[config.mk]
export PLATFORM = sky130hd
export DESIGN_NAME = twa_top
export DESIGN_NICKNAME = d
export VERILOG_FILES = /design/src/design/twa_pkg.sv /design/src/design/twa_line_if.sv /design/src/design/twa_sync.sv /design/src/design/twa_cond.sv /design/src/design/twa_top.sv
export VERILOG_INCLUDE_DIRS = /design/src /design/src/design
export SDC_FILE = /design/constraint.sdc
export NUM_CORES = 1
export LEC_CHECK = 0
export BUFFER_PORTS_ARGS = -buffer_cell sky130_fd_sc_hd__buf_2
export CAP_MARGIN = 20
export CORE_ASPECT_RATIO = 0.7
export CORE_MARGIN = 10
export CORE_UTILIZATION = 59
export CTS_CLUSTER_SIZE = 30
export DETAILED_ROUTE_END_ITERATION = 12
export HOLD_SLACK_MARGIN = 0.1
export PLACE_DENSITY_LB_ADDON = 0.15
export SLEW_MARGIN = 20
export SYNTH_ARGS = -nofsm -noshare
export SYNTH_HDL_FRONTEND = slang
export SYNTH_HIERARCHICAL = 1
export SYNTH_SLANG_ARGS = --single-unit
[constraint.sdc]
create_clock -name clock -period 3.7 [get_ports clock]
set_clock_uncertainty 0.15 [all_clocks]
set_input_delay 0.37 -clock clock [delete_from_list [all_inputs] [get_ports clock]]
set_output_delay 0.37 -clock clock [all_outputs]
set_load 0.05 [all_outputs]
[src/design/twa_params.svh]
// twa_params.svh: bus port timing and codes
// assumes a 40 MHz clock; fixed bit timing
`ifndef TWA_PARAMS_SVH
`define TWA_PARAMS_SVH
`define TWA_CLK_NS    25
`define TWA_T_LOW_NS  5000
`define TWA_T_HIGH_NS 4000
`define TWA_LOW_CYC   ((`TWA_T_LOW_NS + `TWA_CLK_NS - 1) / `TWA_CLK_NS)
`define TWA_HIGH_CYC  ((`TWA_T_HIGH_NS + `TWA_CLK_NS - 1) / `TWA_CLK_NS)
`define TWA_LOW_HALF  (`TWA_LOW_CYC / 2)
`define TWA_ACK_BIT   4'h8
`define TWA_BIT_END   4'h9
`define TWA_ERR_BIT   4'h2
`define TWA_GC_ADDR   7'h00
`define TWA_RSVD_HI   4'hF
`define TWA_GC_READ   8'h01
`endif

[src/design/twa_pkg.sv]
// twa_pkg: shared types
// assumes numbers come from twa_params.svh
package twa_pkg;
   typedef enum logic [1:0] {
      TWA_CMD_START, TWA_CMD_WRITE, TWA_CMD_READ, TWA_CMD_STOP
   } twa_cmd_t;
   typedef enum logic [3:0] {
      M_IDLE, M_START, M_HOLD, M_LOW, M_HIGH_WAIT, M_HIGH,
      M_RS_LOW, M_RS_HIGH, M_SP_LOW, M_SP_HIGH
   } twa_mst_t;
   typedef enum logic [2:0] {
      S_IDLE, S_ADDR, S_RX, S_TX, S_PASS
   } twa_slv_t;
endpackage

[src/design/twa_line_if.sv]
// twa_line_if: sampled bus line levels and line events
// assumes one driver, readers on the same clock
`timescale 1ns/1ps
interface twa_line_if;
   logic scl;
   logic sda;
   logic scl_rise;
   logic scl_fall;
   logic start_det;
   logic stop_det;
   logic busy;
   modport det (output scl, sda, scl_rise, scl_fall, start_det, stop_det, busy);
   modport mon (input  scl, sda, scl_rise, scl_fall, start_det, stop_det, busy);
endinterface // twa_line_if

[src/design/twa_sync.sv]
// twa_sync: two-stage synchroniser for one asynchronous level
// assumes d is asynchronous
`timescale 1ns/1ps
module twa_sync (
   input  wire logic clock,
   input  wire logic nrst,
   input  wire logic d,
   output logic      q
);
   logic meta_r;

   always_ff @(posedge clock or negedge nrst) begin
      if (!nrst) begin
         meta_r <= 1'b1;
         q      <= 1'b1;
      end else begin
         meta_r <= d;
         q      <= meta_r;
      end
   end
endmodule // twa_sync

[src/design/twa_cond.sv]
// twa_cond: line edge, start, stop and busy detection
// assumes synchronised inputs
`timescale 1ns/1ps
module twa_cond (
   input  wire logic clock,
   input  wire logic nrst,
   input  wire logic scl_s,
   input  wire logic sda_s,
   twa_line_if.det   line
);
   logic scl_r;
   logic sda_r;
   logic busy_r;

   always_ff @(posedge clock or negedge nrst) begin
      if (!nrst) begin
         scl_r <= 1'b1;
         sda_r <= 1'b1;
      end else begin
         scl_r <= scl_s;
         sda_r <= sda_s;
      end
   end

   // busy from any start up to the next stop
   always_ff @(posedge clock or negedge nrst) begin
      if (!nrst) begin
         busy_r <= 1'b0;
      end else if (line.start_det) begin
         busy_r <= 1'b1;
      end else if (line.stop_det) begin
         busy_r <= 1'b0;
      end
   end

   assign line.scl       = scl_r;
   assign line.sda       = sda_r;
   assign line.scl_rise  = scl_s & ~scl_r;
   assign line.scl_fall  = ~scl_s & scl_r;
   assign line.start_det = scl_s & scl_r & sda_r & ~sda_s;
   assign line.stop_det  = scl_s & scl_r & ~sda_r & sda_s;
   assign line.busy      = busy_r;
endmodule // twa_cond

[src/design/twa_top.sv]
// twa_top: two-wire bus port, master with arbitration plus slave engine
// assumes open-drain pads; pins are async
//
// Operation
// - start and stop only while clock high
// - bus busy start to stop; no seizing
// - owner may repeat start before stop
// - address packet: seven bits, direction, acknowledge
// - direction one reads, zero writes
// - addressed slave pulls data low on ninth
// - address nack then stop or restart
// - address byte sent most significant first
// - general call accepted with write, then data
// - addresses 1111xxx reserved, never matched
// - data packet: eight bits msb first, acknowledge
// - receiver acks each byte, nacks last
// - only master clocks and frames the bus
// - transfer needs address and data; no empty
// - slave may stretch clock low; master waits
// - master restarts counts on seen clock edges
// - released high read low loses arbitration
// - on loss stop and act as slave
// - after loss release data line high
// - arbitration continues through data bytes too
// - lines driven open-drain only, wired-AND
// - data stable while clock high
`timescale 1ns/1ps
`include "twa_params.svh"
module twa_top import twa_pkg::*; (
   input  wire logic       clock,
   input  wire logic       nrst,
   input  wire logic       scl_in,
   output logic            scl_out,
   output logic            scl_oe,
   input  wire logic       sda_in,
   output logic            sda_out,
   output logic            sda_oe,
   input  wire logic       cmd_valid,
   input  twa_cmd_t        cmd_code,
   input  wire logic [7:0] cmd_data,
   input  wire logic       cmd_ack,
   output logic            cmd_ready,
   output logic            rsp_valid,
   output logic [7:0]      rsp_data,
   output logic            rsp_ack,
   output logic            rsp_error,
   input  wire logic [6:0] own_addr,
   input  wire logic       gc_enable,
   input  wire logic       slave_ack_en,
   input  wire logic       slave_hold,
   input  wire logic [7:0] slave_tx_data,
   output logic            slave_match,
   output logic            slave_dir_read,
   output logic            slave_gen_call,
   output logic            slave_tx_load,
   output logic            slave_rx_valid,
   output logic [7:0]      slave_rx_data,
   output logic            bus_busy,
   output logic            arb_lost,
   output logic            bus_error
);
   localparam logic [7:0] LOW_CYC  = 8'(`TWA_LOW_CYC);
   localparam logic [7:0] HIGH_CYC = 8'(`TWA_HIGH_CYC);
   localparam logic [7:0] LOW_HALF = 8'(`TWA_LOW_HALF);

   twa_line_if line ();
   logic     scl_s;
   logic     sda_s;
   twa_mst_t m_state_r;
   logic [7:0] cnt_r;
   logic [3:0] bit_r;
   logic [7:0] sh_r;
   logic     m_scl_low_r;
   logic     m_sda_low_r;
   logic     is_read_r;
   logic     ack_out_r;
   logic     rx_ack_r;
   logic     first_r;
   logic     pkt_r;
   logic     addr_nack_r;
   logic     addr_rd_r;
   twa_slv_t s_state_r;
   logic [3:0] sbit_r;
   logic [7:0] ssh_r;
   logic [7:0] tx_r;
   logic     s_sda_low_r;
   logic     s_stretch_r;
   logic     s_mack_r;
   logic     own_hit;
   logic     gc_hit;
   logic     drive_bit;

   // ----------------------------------------------------------------
   // line sampling
   // ----------------------------------------------------------------
   twa_sync u_sync_scl (
      .clock (clock),
      .nrst  (nrst),
      .d     (scl_in),
      .q     (scl_s)
   );
   twa_sync u_sync_sda (
      .clock (clock),
      .nrst  (nrst),
      .d     (sda_in),
      .q     (sda_s)
   );
   twa_cond u_cond (
      .clock (clock),
      .nrst  (nrst),
      .scl_s (scl_s),
      .sda_s (sda_s),
      .line  (line)
   );

   // ----------------------------------------------------------------
   // pins
   // ----------------------------------------------------------------
   // pads only ever pull low; a release lets the pull-up win
   assign scl_out  = 1'b0;
   assign sda_out  = 1'b0;
   assign scl_oe   = m_scl_low_r | s_stretch_r;
   assign sda_oe   = m_sda_low_r | s_sda_low_r;
   assign bus_busy = line.busy;

   // start waits for an idle bus; other commands are also taken in idle, then refused
   assign cmd_ready = (m_state_r == M_IDLE && !(cmd_code == TWA_CMD_START && line.busy))
                    || m_state_r == M_HOLD;

   // this master owns the data line level for the bit in flight
   assign drive_bit = (bit_r == `TWA_ACK_BIT) ? is_read_r : !is_read_r;

   // ----------------------------------------------------------------
   // master engine
   // ----------------------------------------------------------------
   always_ff @(posedge clock or negedge nrst) begin
      if (!nrst) begin
         m_state_r   <= M_IDLE;
         cnt_r       <= 8'h00;
         bit_r       <= 4'h0;
         sh_r        <= 8'h00;
         m_scl_low_r <= 1'b0;
         m_sda_low_r <= 1'b0;
         is_read_r   <= 1'b0;
         ack_out_r   <= 1'b0;
         rx_ack_r    <= 1'b0;
         first_r     <= 1'b0;
         pkt_r       <= 1'b0;
         addr_nack_r <= 1'b0;
         addr_rd_r   <= 1'b0;
         rsp_valid   <= 1'b0;
         rsp_data    <= 8'h00;
         rsp_ack     <= 1'b0;
         rsp_error   <= 1'b0;
         arb_lost    <= 1'b0;
      end else begin
         rsp_valid <= 1'b0;
         arb_lost  <= 1'b0;
         case (m_state_r)
            M_IDLE: begin
               if (cmd_valid && cmd_ready) begin
                  if (cmd_code == TWA_CMD_START) begin
                     m_sda_low_r <= 1'b1;
                     cnt_r       <= HIGH_CYC;
                     m_state_r   <= M_START;
                  end else begin
                     rsp_valid <= 1'b1;
                     rsp_error <= 1'b1;
                  end
               end
            end
            M_START: begin
               if (cnt_r == 8'h00) begin
                  m_scl_low_r <= 1'b1;
                  first_r     <= 1'b1;
                  pkt_r       <= 1'b0;
                  addr_nack_r <= 1'b0;
                  rsp_valid   <= 1'b1;
                  rsp_error   <= 1'b0;
                  m_state_r   <= M_HOLD;
               end else begin
                  cnt_r <= cnt_r - 8'h01;
               end
            end
            M_HOLD: begin
               if (cmd_valid) begin
                  case (cmd_code)
                     TWA_CMD_START: begin
                        cnt_r     <= LOW_CYC;
                        m_state_r <= M_RS_LOW;
                     end
                     TWA_CMD_STOP: begin
                        if (pkt_r || addr_nack_r) begin
                           cnt_r     <= LOW_CYC;
                           m_state_r <= M_SP_LOW;
                        end else begin
                           rsp_valid <= 1'b1;
                           rsp_error <= 1'b1;
                        end
                     end
                     TWA_CMD_WRITE: begin
                        // general call with read is refused, it would clash
                        if (addr_nack_r || (!first_r && addr_rd_r)
                            || (first_r && cmd_data == `TWA_GC_READ)) begin
                           rsp_valid <= 1'b1;
                           rsp_error <= 1'b1;
                        end else begin
                           sh_r      <= cmd_data;
                           is_read_r <= 1'b0;
                           bit_r     <= 4'h0;
                           cnt_r     <= LOW_CYC;
                           m_state_r <= M_LOW;
                        end
                     end
                     default: begin
                        if (first_r || addr_nack_r || !addr_rd_r) begin
                           rsp_valid <= 1'b1;
                           rsp_error <= 1'b1;
                        end else begin
                           sh_r      <= 8'h00;
                           is_read_r <= 1'b1;
                           ack_out_r <= cmd_ack;
                           bit_r     <= 4'h0;
                           cnt_r     <= LOW_CYC;
                           m_state_r <= M_LOW;
                        end
                     end
                  endcase
               end
            end
            M_LOW: begin
               // data moves mid-low, well clear of both clock edges
               if (cnt_r == LOW_HALF) begin
                  if (bit_r == `TWA_ACK_BIT) begin
                     m_sda_low_r <= is_read_r & ack_out_r;
                  end else begin
                     m_sda_low_r <= !is_read_r & !sh_r[7];
                  end
               end
               if (cnt_r == 8'h00) begin
                  m_scl_low_r <= 1'b0;
                  m_state_r   <= M_HIGH_WAIT;
               end else begin
                  cnt_r <= cnt_r - 8'h01;
               end
            end
            M_HIGH_WAIT: begin
               // a stretching slave or slower master keeps us here
               if (line.scl_rise) begin
                  if (drive_bit && !m_sda_low_r && !line.sda) begin
                     m_scl_low_r <= 1'b0;
                     m_sda_low_r <= 1'b0;
                     arb_lost    <= 1'b1;
                     m_state_r   <= M_IDLE;
                  end else begin
                     if (bit_r == `TWA_ACK_BIT) begin
                        rx_ack_r <= !line.sda;
                     end else begin
                        sh_r <= {sh_r[6:0], line.sda};
                     end
                     cnt_r     <= HIGH_CYC;
                     m_state_r <= M_HIGH;
                  end
               end
            end
            M_HIGH: begin
               // a faster master ending high early cuts our count short
               if (line.scl_fall || cnt_r == 8'h00) begin
                  m_scl_low_r <= 1'b1;
                  if (bit_r == `TWA_ACK_BIT) begin
                     rsp_valid <= 1'b1;
                     rsp_data  <= sh_r;
                     rsp_ack   <= rx_ack_r;
                     rsp_error <= 1'b0;
                     if (first_r) begin
                        addr_nack_r <= !rx_ack_r;
                        addr_rd_r   <= sh_r[0];
                     end else begin
                        pkt_r <= 1'b1;
                     end
                     first_r   <= 1'b0;
                     m_state_r <= M_HOLD;
                  end else begin
                     bit_r     <= bit_r + 4'h1;
                     cnt_r     <= LOW_CYC;
                     m_state_r <= M_LOW;
                  end
               end else begin
                  cnt_r <= cnt_r - 8'h01;
               end
            end
            M_RS_LOW: begin
               if (cnt_r == LOW_HALF) begin
                  m_sda_low_r <= 1'b0;
               end
               if (cnt_r == 8'h00) begin
                  m_scl_low_r <= 1'b0;
                  cnt_r       <= HIGH_CYC;
                  m_state_r   <= M_RS_HIGH;
               end else begin
                  cnt_r <= cnt_r - 8'h01;
               end
            end
            M_RS_HIGH: begin
               if (!line.scl) begin
                  cnt_r <= HIGH_CYC;
               end else if (cnt_r == 8'h00) begin
                  m_sda_low_r <= 1'b1;
                  cnt_r       <= HIGH_CYC;
                  m_state_r   <= M_START;
               end else begin
                  cnt_r <= cnt_r - 8'h01;
               end
            end
            M_SP_LOW: begin
               if (cnt_r == LOW_HALF) begin
                  m_sda_low_r <= 1'b1;
               end
               if (cnt_r == 8'h00) begin
                  m_scl_low_r <= 1'b0;
                  cnt_r       <= HIGH_CYC;
                  m_state_r   <= M_SP_HIGH;
               end else begin
                  cnt_r <= cnt_r - 8'h01;
               end
            end
            default: begin
               if (!line.scl) begin
                  cnt_r <= HIGH_CYC;
               end else if (cnt_r == 8'h00) begin
                  m_sda_low_r <= 1'b0;
                  rsp_valid   <= 1'b1;
                  rsp_error   <= 1'b0;
                  m_state_r   <= M_IDLE;
               end else begin
                  cnt_r <= cnt_r - 8'h01;
               end
            end
         endcase
      end
   end

   // ----------------------------------------------------------------
   // slave engine
   // ----------------------------------------------------------------
   assign own_hit = ssh_r[7:1] == own_addr && own_addr[6:3] != `TWA_RSVD_HI;
   assign gc_hit  = gc_enable && ssh_r[7:1] == `TWA_GC_ADDR && !ssh_r[0];

   // the slave keeps shifting under our own master, so a lost
   // arbitration still leaves the full address to compare
   always_ff @(posedge clock or negedge nrst) begin
      if (!nrst) begin
         s_state_r      <= S_IDLE;
         sbit_r         <= 4'h0;
         ssh_r          <= 8'h00;
         tx_r           <= 8'h00;
         s_sda_low_r    <= 1'b0;
         s_mack_r       <= 1'b0;
         slave_match    <= 1'b0;
         slave_dir_read <= 1'b0;
         slave_gen_call <= 1'b0;
         slave_tx_load  <= 1'b0;
         slave_rx_valid <= 1'b0;
         slave_rx_data  <= 8'h00;
      end else begin
         slave_match    <= 1'b0;
         slave_tx_load  <= 1'b0;
         slave_rx_valid <= 1'b0;
         if (line.stop_det) begin
            s_state_r   <= S_IDLE;
            s_sda_low_r <= 1'b0;
         end else if (line.start_det) begin
            s_state_r   <= S_ADDR;
            sbit_r      <= 4'h0;
            s_sda_low_r <= 1'b0;
         end else if (s_state_r != S_IDLE) begin
            if (line.scl_rise && sbit_r != `TWA_BIT_END) begin
               sbit_r <= sbit_r + 4'h1;
               if (sbit_r == `TWA_ACK_BIT) begin
                  s_mack_r <= !line.sda;
               end else begin
                  ssh_r <= {ssh_r[6:0], line.sda};
               end
            end
            if (line.scl_fall) begin
               if (sbit_r == `TWA_ACK_BIT) begin
                  case (s_state_r)
                     S_ADDR: begin
                        if ((own_hit || gc_hit) && slave_ack_en
                            && m_state_r == M_IDLE) begin
                           s_sda_low_r    <= 1'b1;
                           slave_match    <= 1'b1;
                           slave_dir_read <= ssh_r[0];
                           slave_gen_call <= gc_hit;
                           s_state_r      <= ssh_r[0] ? S_TX : S_RX;
                        end else begin
                           s_state_r <= S_PASS;
                        end
                     end
                     S_RX: begin
                        slave_rx_valid <= 1'b1;
                        slave_rx_data  <= ssh_r;
                        s_sda_low_r    <= slave_ack_en;
                     end
                     default: begin
                        s_sda_low_r <= 1'b0;
                     end
                  endcase
               end else if (sbit_r == `TWA_BIT_END) begin
                  sbit_r <= 4'h0;
                  if (s_state_r == S_TX && s_mack_r) begin
                     tx_r          <= slave_tx_data;
                     slave_tx_load <= 1'b1;
                     s_sda_low_r   <= !slave_tx_data[7];
                  end else begin
                     s_sda_low_r <= 1'b0;
                     if (s_state_r == S_TX) begin
                        s_state_r <= S_PASS;
                     end
                  end
               end else if (s_state_r == S_TX) begin
                  s_sda_low_r <= !tx_r[3'(4'h7 - sbit_r)];
               end
            end
         end
      end
   end

   // ----------------------------------------------------------------
   // clock stretching and bus error
   // ----------------------------------------------------------------
   // stretch only grabs a line that is already low, never shortens high
   always_ff @(posedge clock or negedge nrst) begin
      if (!nrst) begin
         s_stretch_r <= 1'b0;
      end else if (!slave_hold || s_state_r == S_IDLE || s_state_r == S_PASS) begin
         s_stretch_r <= 1'b0;
      end else if (line.scl_fall) begin
         s_stretch_r <= 1'b1;
      end
   end

   // start or stop after the second bit of a packet is misplaced
   always_ff @(posedge clock or negedge nrst) begin
      if (!nrst) begin
         bus_error <= 1'b0;
      end else begin
         bus_error <= s_state_r != S_IDLE
                   && ((line.start_det || line.stop_det) && sbit_r >= `TWA_ERR_BIT
                       || line.stop_det && s_state_r == S_ADDR);
      end
   end
endmodule // twa_top

==> results.tsv <==
metric	value	unit
worstPathRequired	3.78	ns
cts_tree	built	
grt_first_pass_wirelength	25.41	mm
status	completed	
wl_per_cell	20.01	um
wl_met3	1.762	mm
dr.pass1.iters	5	
cts_made_buffers	9	
worstPathArrival	3.18	ns
synth_mux_area_share	8.973	%
clock-root-buffer	clkbuf_16	
synth.top_cells.by_count	86 x dfrtp_1, 80 x nand2_1, 46 x o21ai_0	
synth_compound_area_share	18.38	%
fmax	323.4	MHz
relSlewSlack	49.79	%
cp_max_fo	10	
syn-mean-instance-area	9.296	um^2
grt_setup_unrepaired	no	
multiInputGateArea	2964	um^2
wl_met1	6.951	mm
grt_pass1_vias	4820	
synthAdderAreaFrac	2.961	%
area_growth_syn_to_layout	14.96	%
cts_buffer_depth	2	
yosysMostFrequentCell	dfrtp_1	
synthArstFlopShare	100.0	%
synth.cell_area	5494	um^2
drv_slew	0	
overflow	0	
vias_per_cell	6.388	
die_h	100.7	um
tns	0	ns
drc_errors	0	
ff_latch_area	2310	um^2
nets	703	
antenna_found_initial	1	
drt-total-wl	15.73	mm
critPathKind	reg -> reg	
layout_min_cycle_time	3.092	ns
drive_gt1_share	24.51	%
cts_resized	0	
post-cts-setup-buffers	0	
p_leak	2.877	nW
via_count	5021	
worst_slew_pin_slew	0.7427	ns
ys_top_cells_by_area	dfrtp_1 39%, mux2_2 7.8%, nand2_1 5.5%	
synth-edff-count	0	
die_area	13630	um^2
placed_cell_area	5942	um^2
yosysTopAreaCellShare	39.17	%
std_cell_rows	29	
coreArea	9071	um^2
final_cell_count_no_fill	786	
start_util	60.57	%
max_cap_viol_count	0	
synth_simple_gate_area_share	22.23	%
critical_path.startpoint_type	register	
hold_violations	0	
dp_cells	763	
synth-seq-cells	92	
yosysWarningCount	6	
globalplace.congestion	0.9579	
ios	66	
hpwl	11.76	mm
synth-main-ff-cell	dfrtp_1	
grt_max_degree	41	
hp-class	in -> reg	
highest_layer	met4	
max-vdd-ir-drop	0.6207	mV
grt.total_usage	23.29	%
dr_wl_met2	6.777	mm
power_density	740.6	nW/um^2
cp_top_family	simple AND/OR/NAND/NOR gates	
yosysTopAreaCell	dfrtp_1	
path_cells	inv_1 -> ha_1 -> nor4b_2 -> and2_1 -> clkinv_1 -> buf_4 -> o21ai_0 -> nand4_1 -> nor4_1 -> mux2_2	
synthCells	591	
period_share	83.57	%
path_buf_inv	3	
yosys.area_share.xor_xnor	1.275	%
final_antenna_net_count	0	
design_area	6316	um^2
synth_top_family_by_area	simple AND/OR/NAND/NOR gates	
fin_util	69.63	%
ys_seq_area_share	42.04	%
numClockSinks	92	
n_fill_cell	714	
end_kind	register	
timing.hold.ws	0.1052	ns
port_buffers	63	
slowest_delay	0.43	ns
clk_latency	0.35	ns
htree_levels	3	
drt_iter0_drc	633	
yosysUniqueCellTypes	74	
die_w	135.3	um
clk_pin_slew	0.07	ns
setup_viol	0	
critPathSlowestCell	dfrtp_1	
timing repair:
action,CTS,global route
endpoints found under the hold margin,43,0
endpoints found under the setup margin,0,0
hold buffers,6,0
power by group:
part / internal (W) / switching, W / leakage, nW
logic: 0.000850 / 0.00129 / 1.55
clock network: 0.000533 / 0.000427 / 0.141
registers: 0.00124 / 0.000339 / 1.19
final timing paths:
kind / from / end / slack (ns) / cells after the start
worst max-delay path: cnt_r[0] / rsp_error / 0.61 / 10
worst min-delay path: cmd_ack / ack_out_r / 0.11 / 2
worst max register to register: cnt_r[0] / rsp_error / 0.61 / 10
worst min register to register: u_sync_sda/meta_r / u_sync_sda/q / 0.21 / 0
max in group asynchronous: nrst / u_sync_scl/q / 2.18 / 3
min in group asynchronous: nrst / bit_r[2] / 0.40 / 2
logic make-up after synthesis:
logic type | Yosys count
muxes | 42
DFF | 92
other | 1
xor gates and xnor gates | 8
and+or+nand+nor | 231
buffers and inverters | 52
adders and majority gates | 13
AOI/OAI and AO/OA | 152
area by class of cell:
| class | instances | area share [%] |
|---|---|---|
| repair buffers | 85 | 7.884 |
| well taps | 124 | 2.456 |
| clock inverters | 7 | 1.367 |
| multi-input cells | 448 | 46.93 |
| inverters | 20 | 1.189 |
| clock buffers | 9 | 3.566 |
| flip-flops and latches | 92 | 36.57 |
| diodes | 1 | 0.03962 |
layout by cell type, fill, tap and decap left out, types with 9 or more instances in the layout:
master and instances:
a21oi_1 26, buf_2 62, buf_4 17, clkbuf_16 9, dfrtp_1 86, ha_1 13
inv_1 18, mux2_2 38, nand2_1 80, nand3b_1 9, nand4_1 10, nor2_1 39
nor2b_1 10, nor3_1 14, nor4_1 12, o21ai_0 46, o31ai_1 14, or2_2 9
or3_1 9
metal layers:
metal | global-route usage, % | vias to the layer above
met4 | 6.601 | 0
li1 | - | 2296
met2 | 32.98 | 274
met1 | 32.94 | 2419
met3 | 7.918 | 32
met5 | 0 | -
worst register-to-register path: cells and delay by family, from the launching register on:
kind            cells  cell delay, ns
compound gates      1            0.09
mux                 1            0.38
fa+ha+maj           1            0.17
buf+inv             3            0.50
flops               1            0.43
simple gates        4            1.26
registers in the layout (all words and copies together), names as in the netlist, 8 cells and up:
| register | cells |
|---|---|
| cnt_r | 8 |
| sh_r | 8 |
| tx_r | 8 |
| ssh_r | 8 |
| rsp_data | 8 |
| slave_rx_data | 8 |
metrics by stage:
stage | worst slack [ns] | total power (W)
final | 0.6080 | 0.004678
after floorplan | 0.7783 | 0.003108
after detailed placement | 0.6620 | 0.003664
after CTS | 0.6374 | 0.004640
after global routing | 0.4053 | 0.004979
after global placement | 0.7714 | 0.003625
No activity file was read; power rests on OpenSTA's default activity.
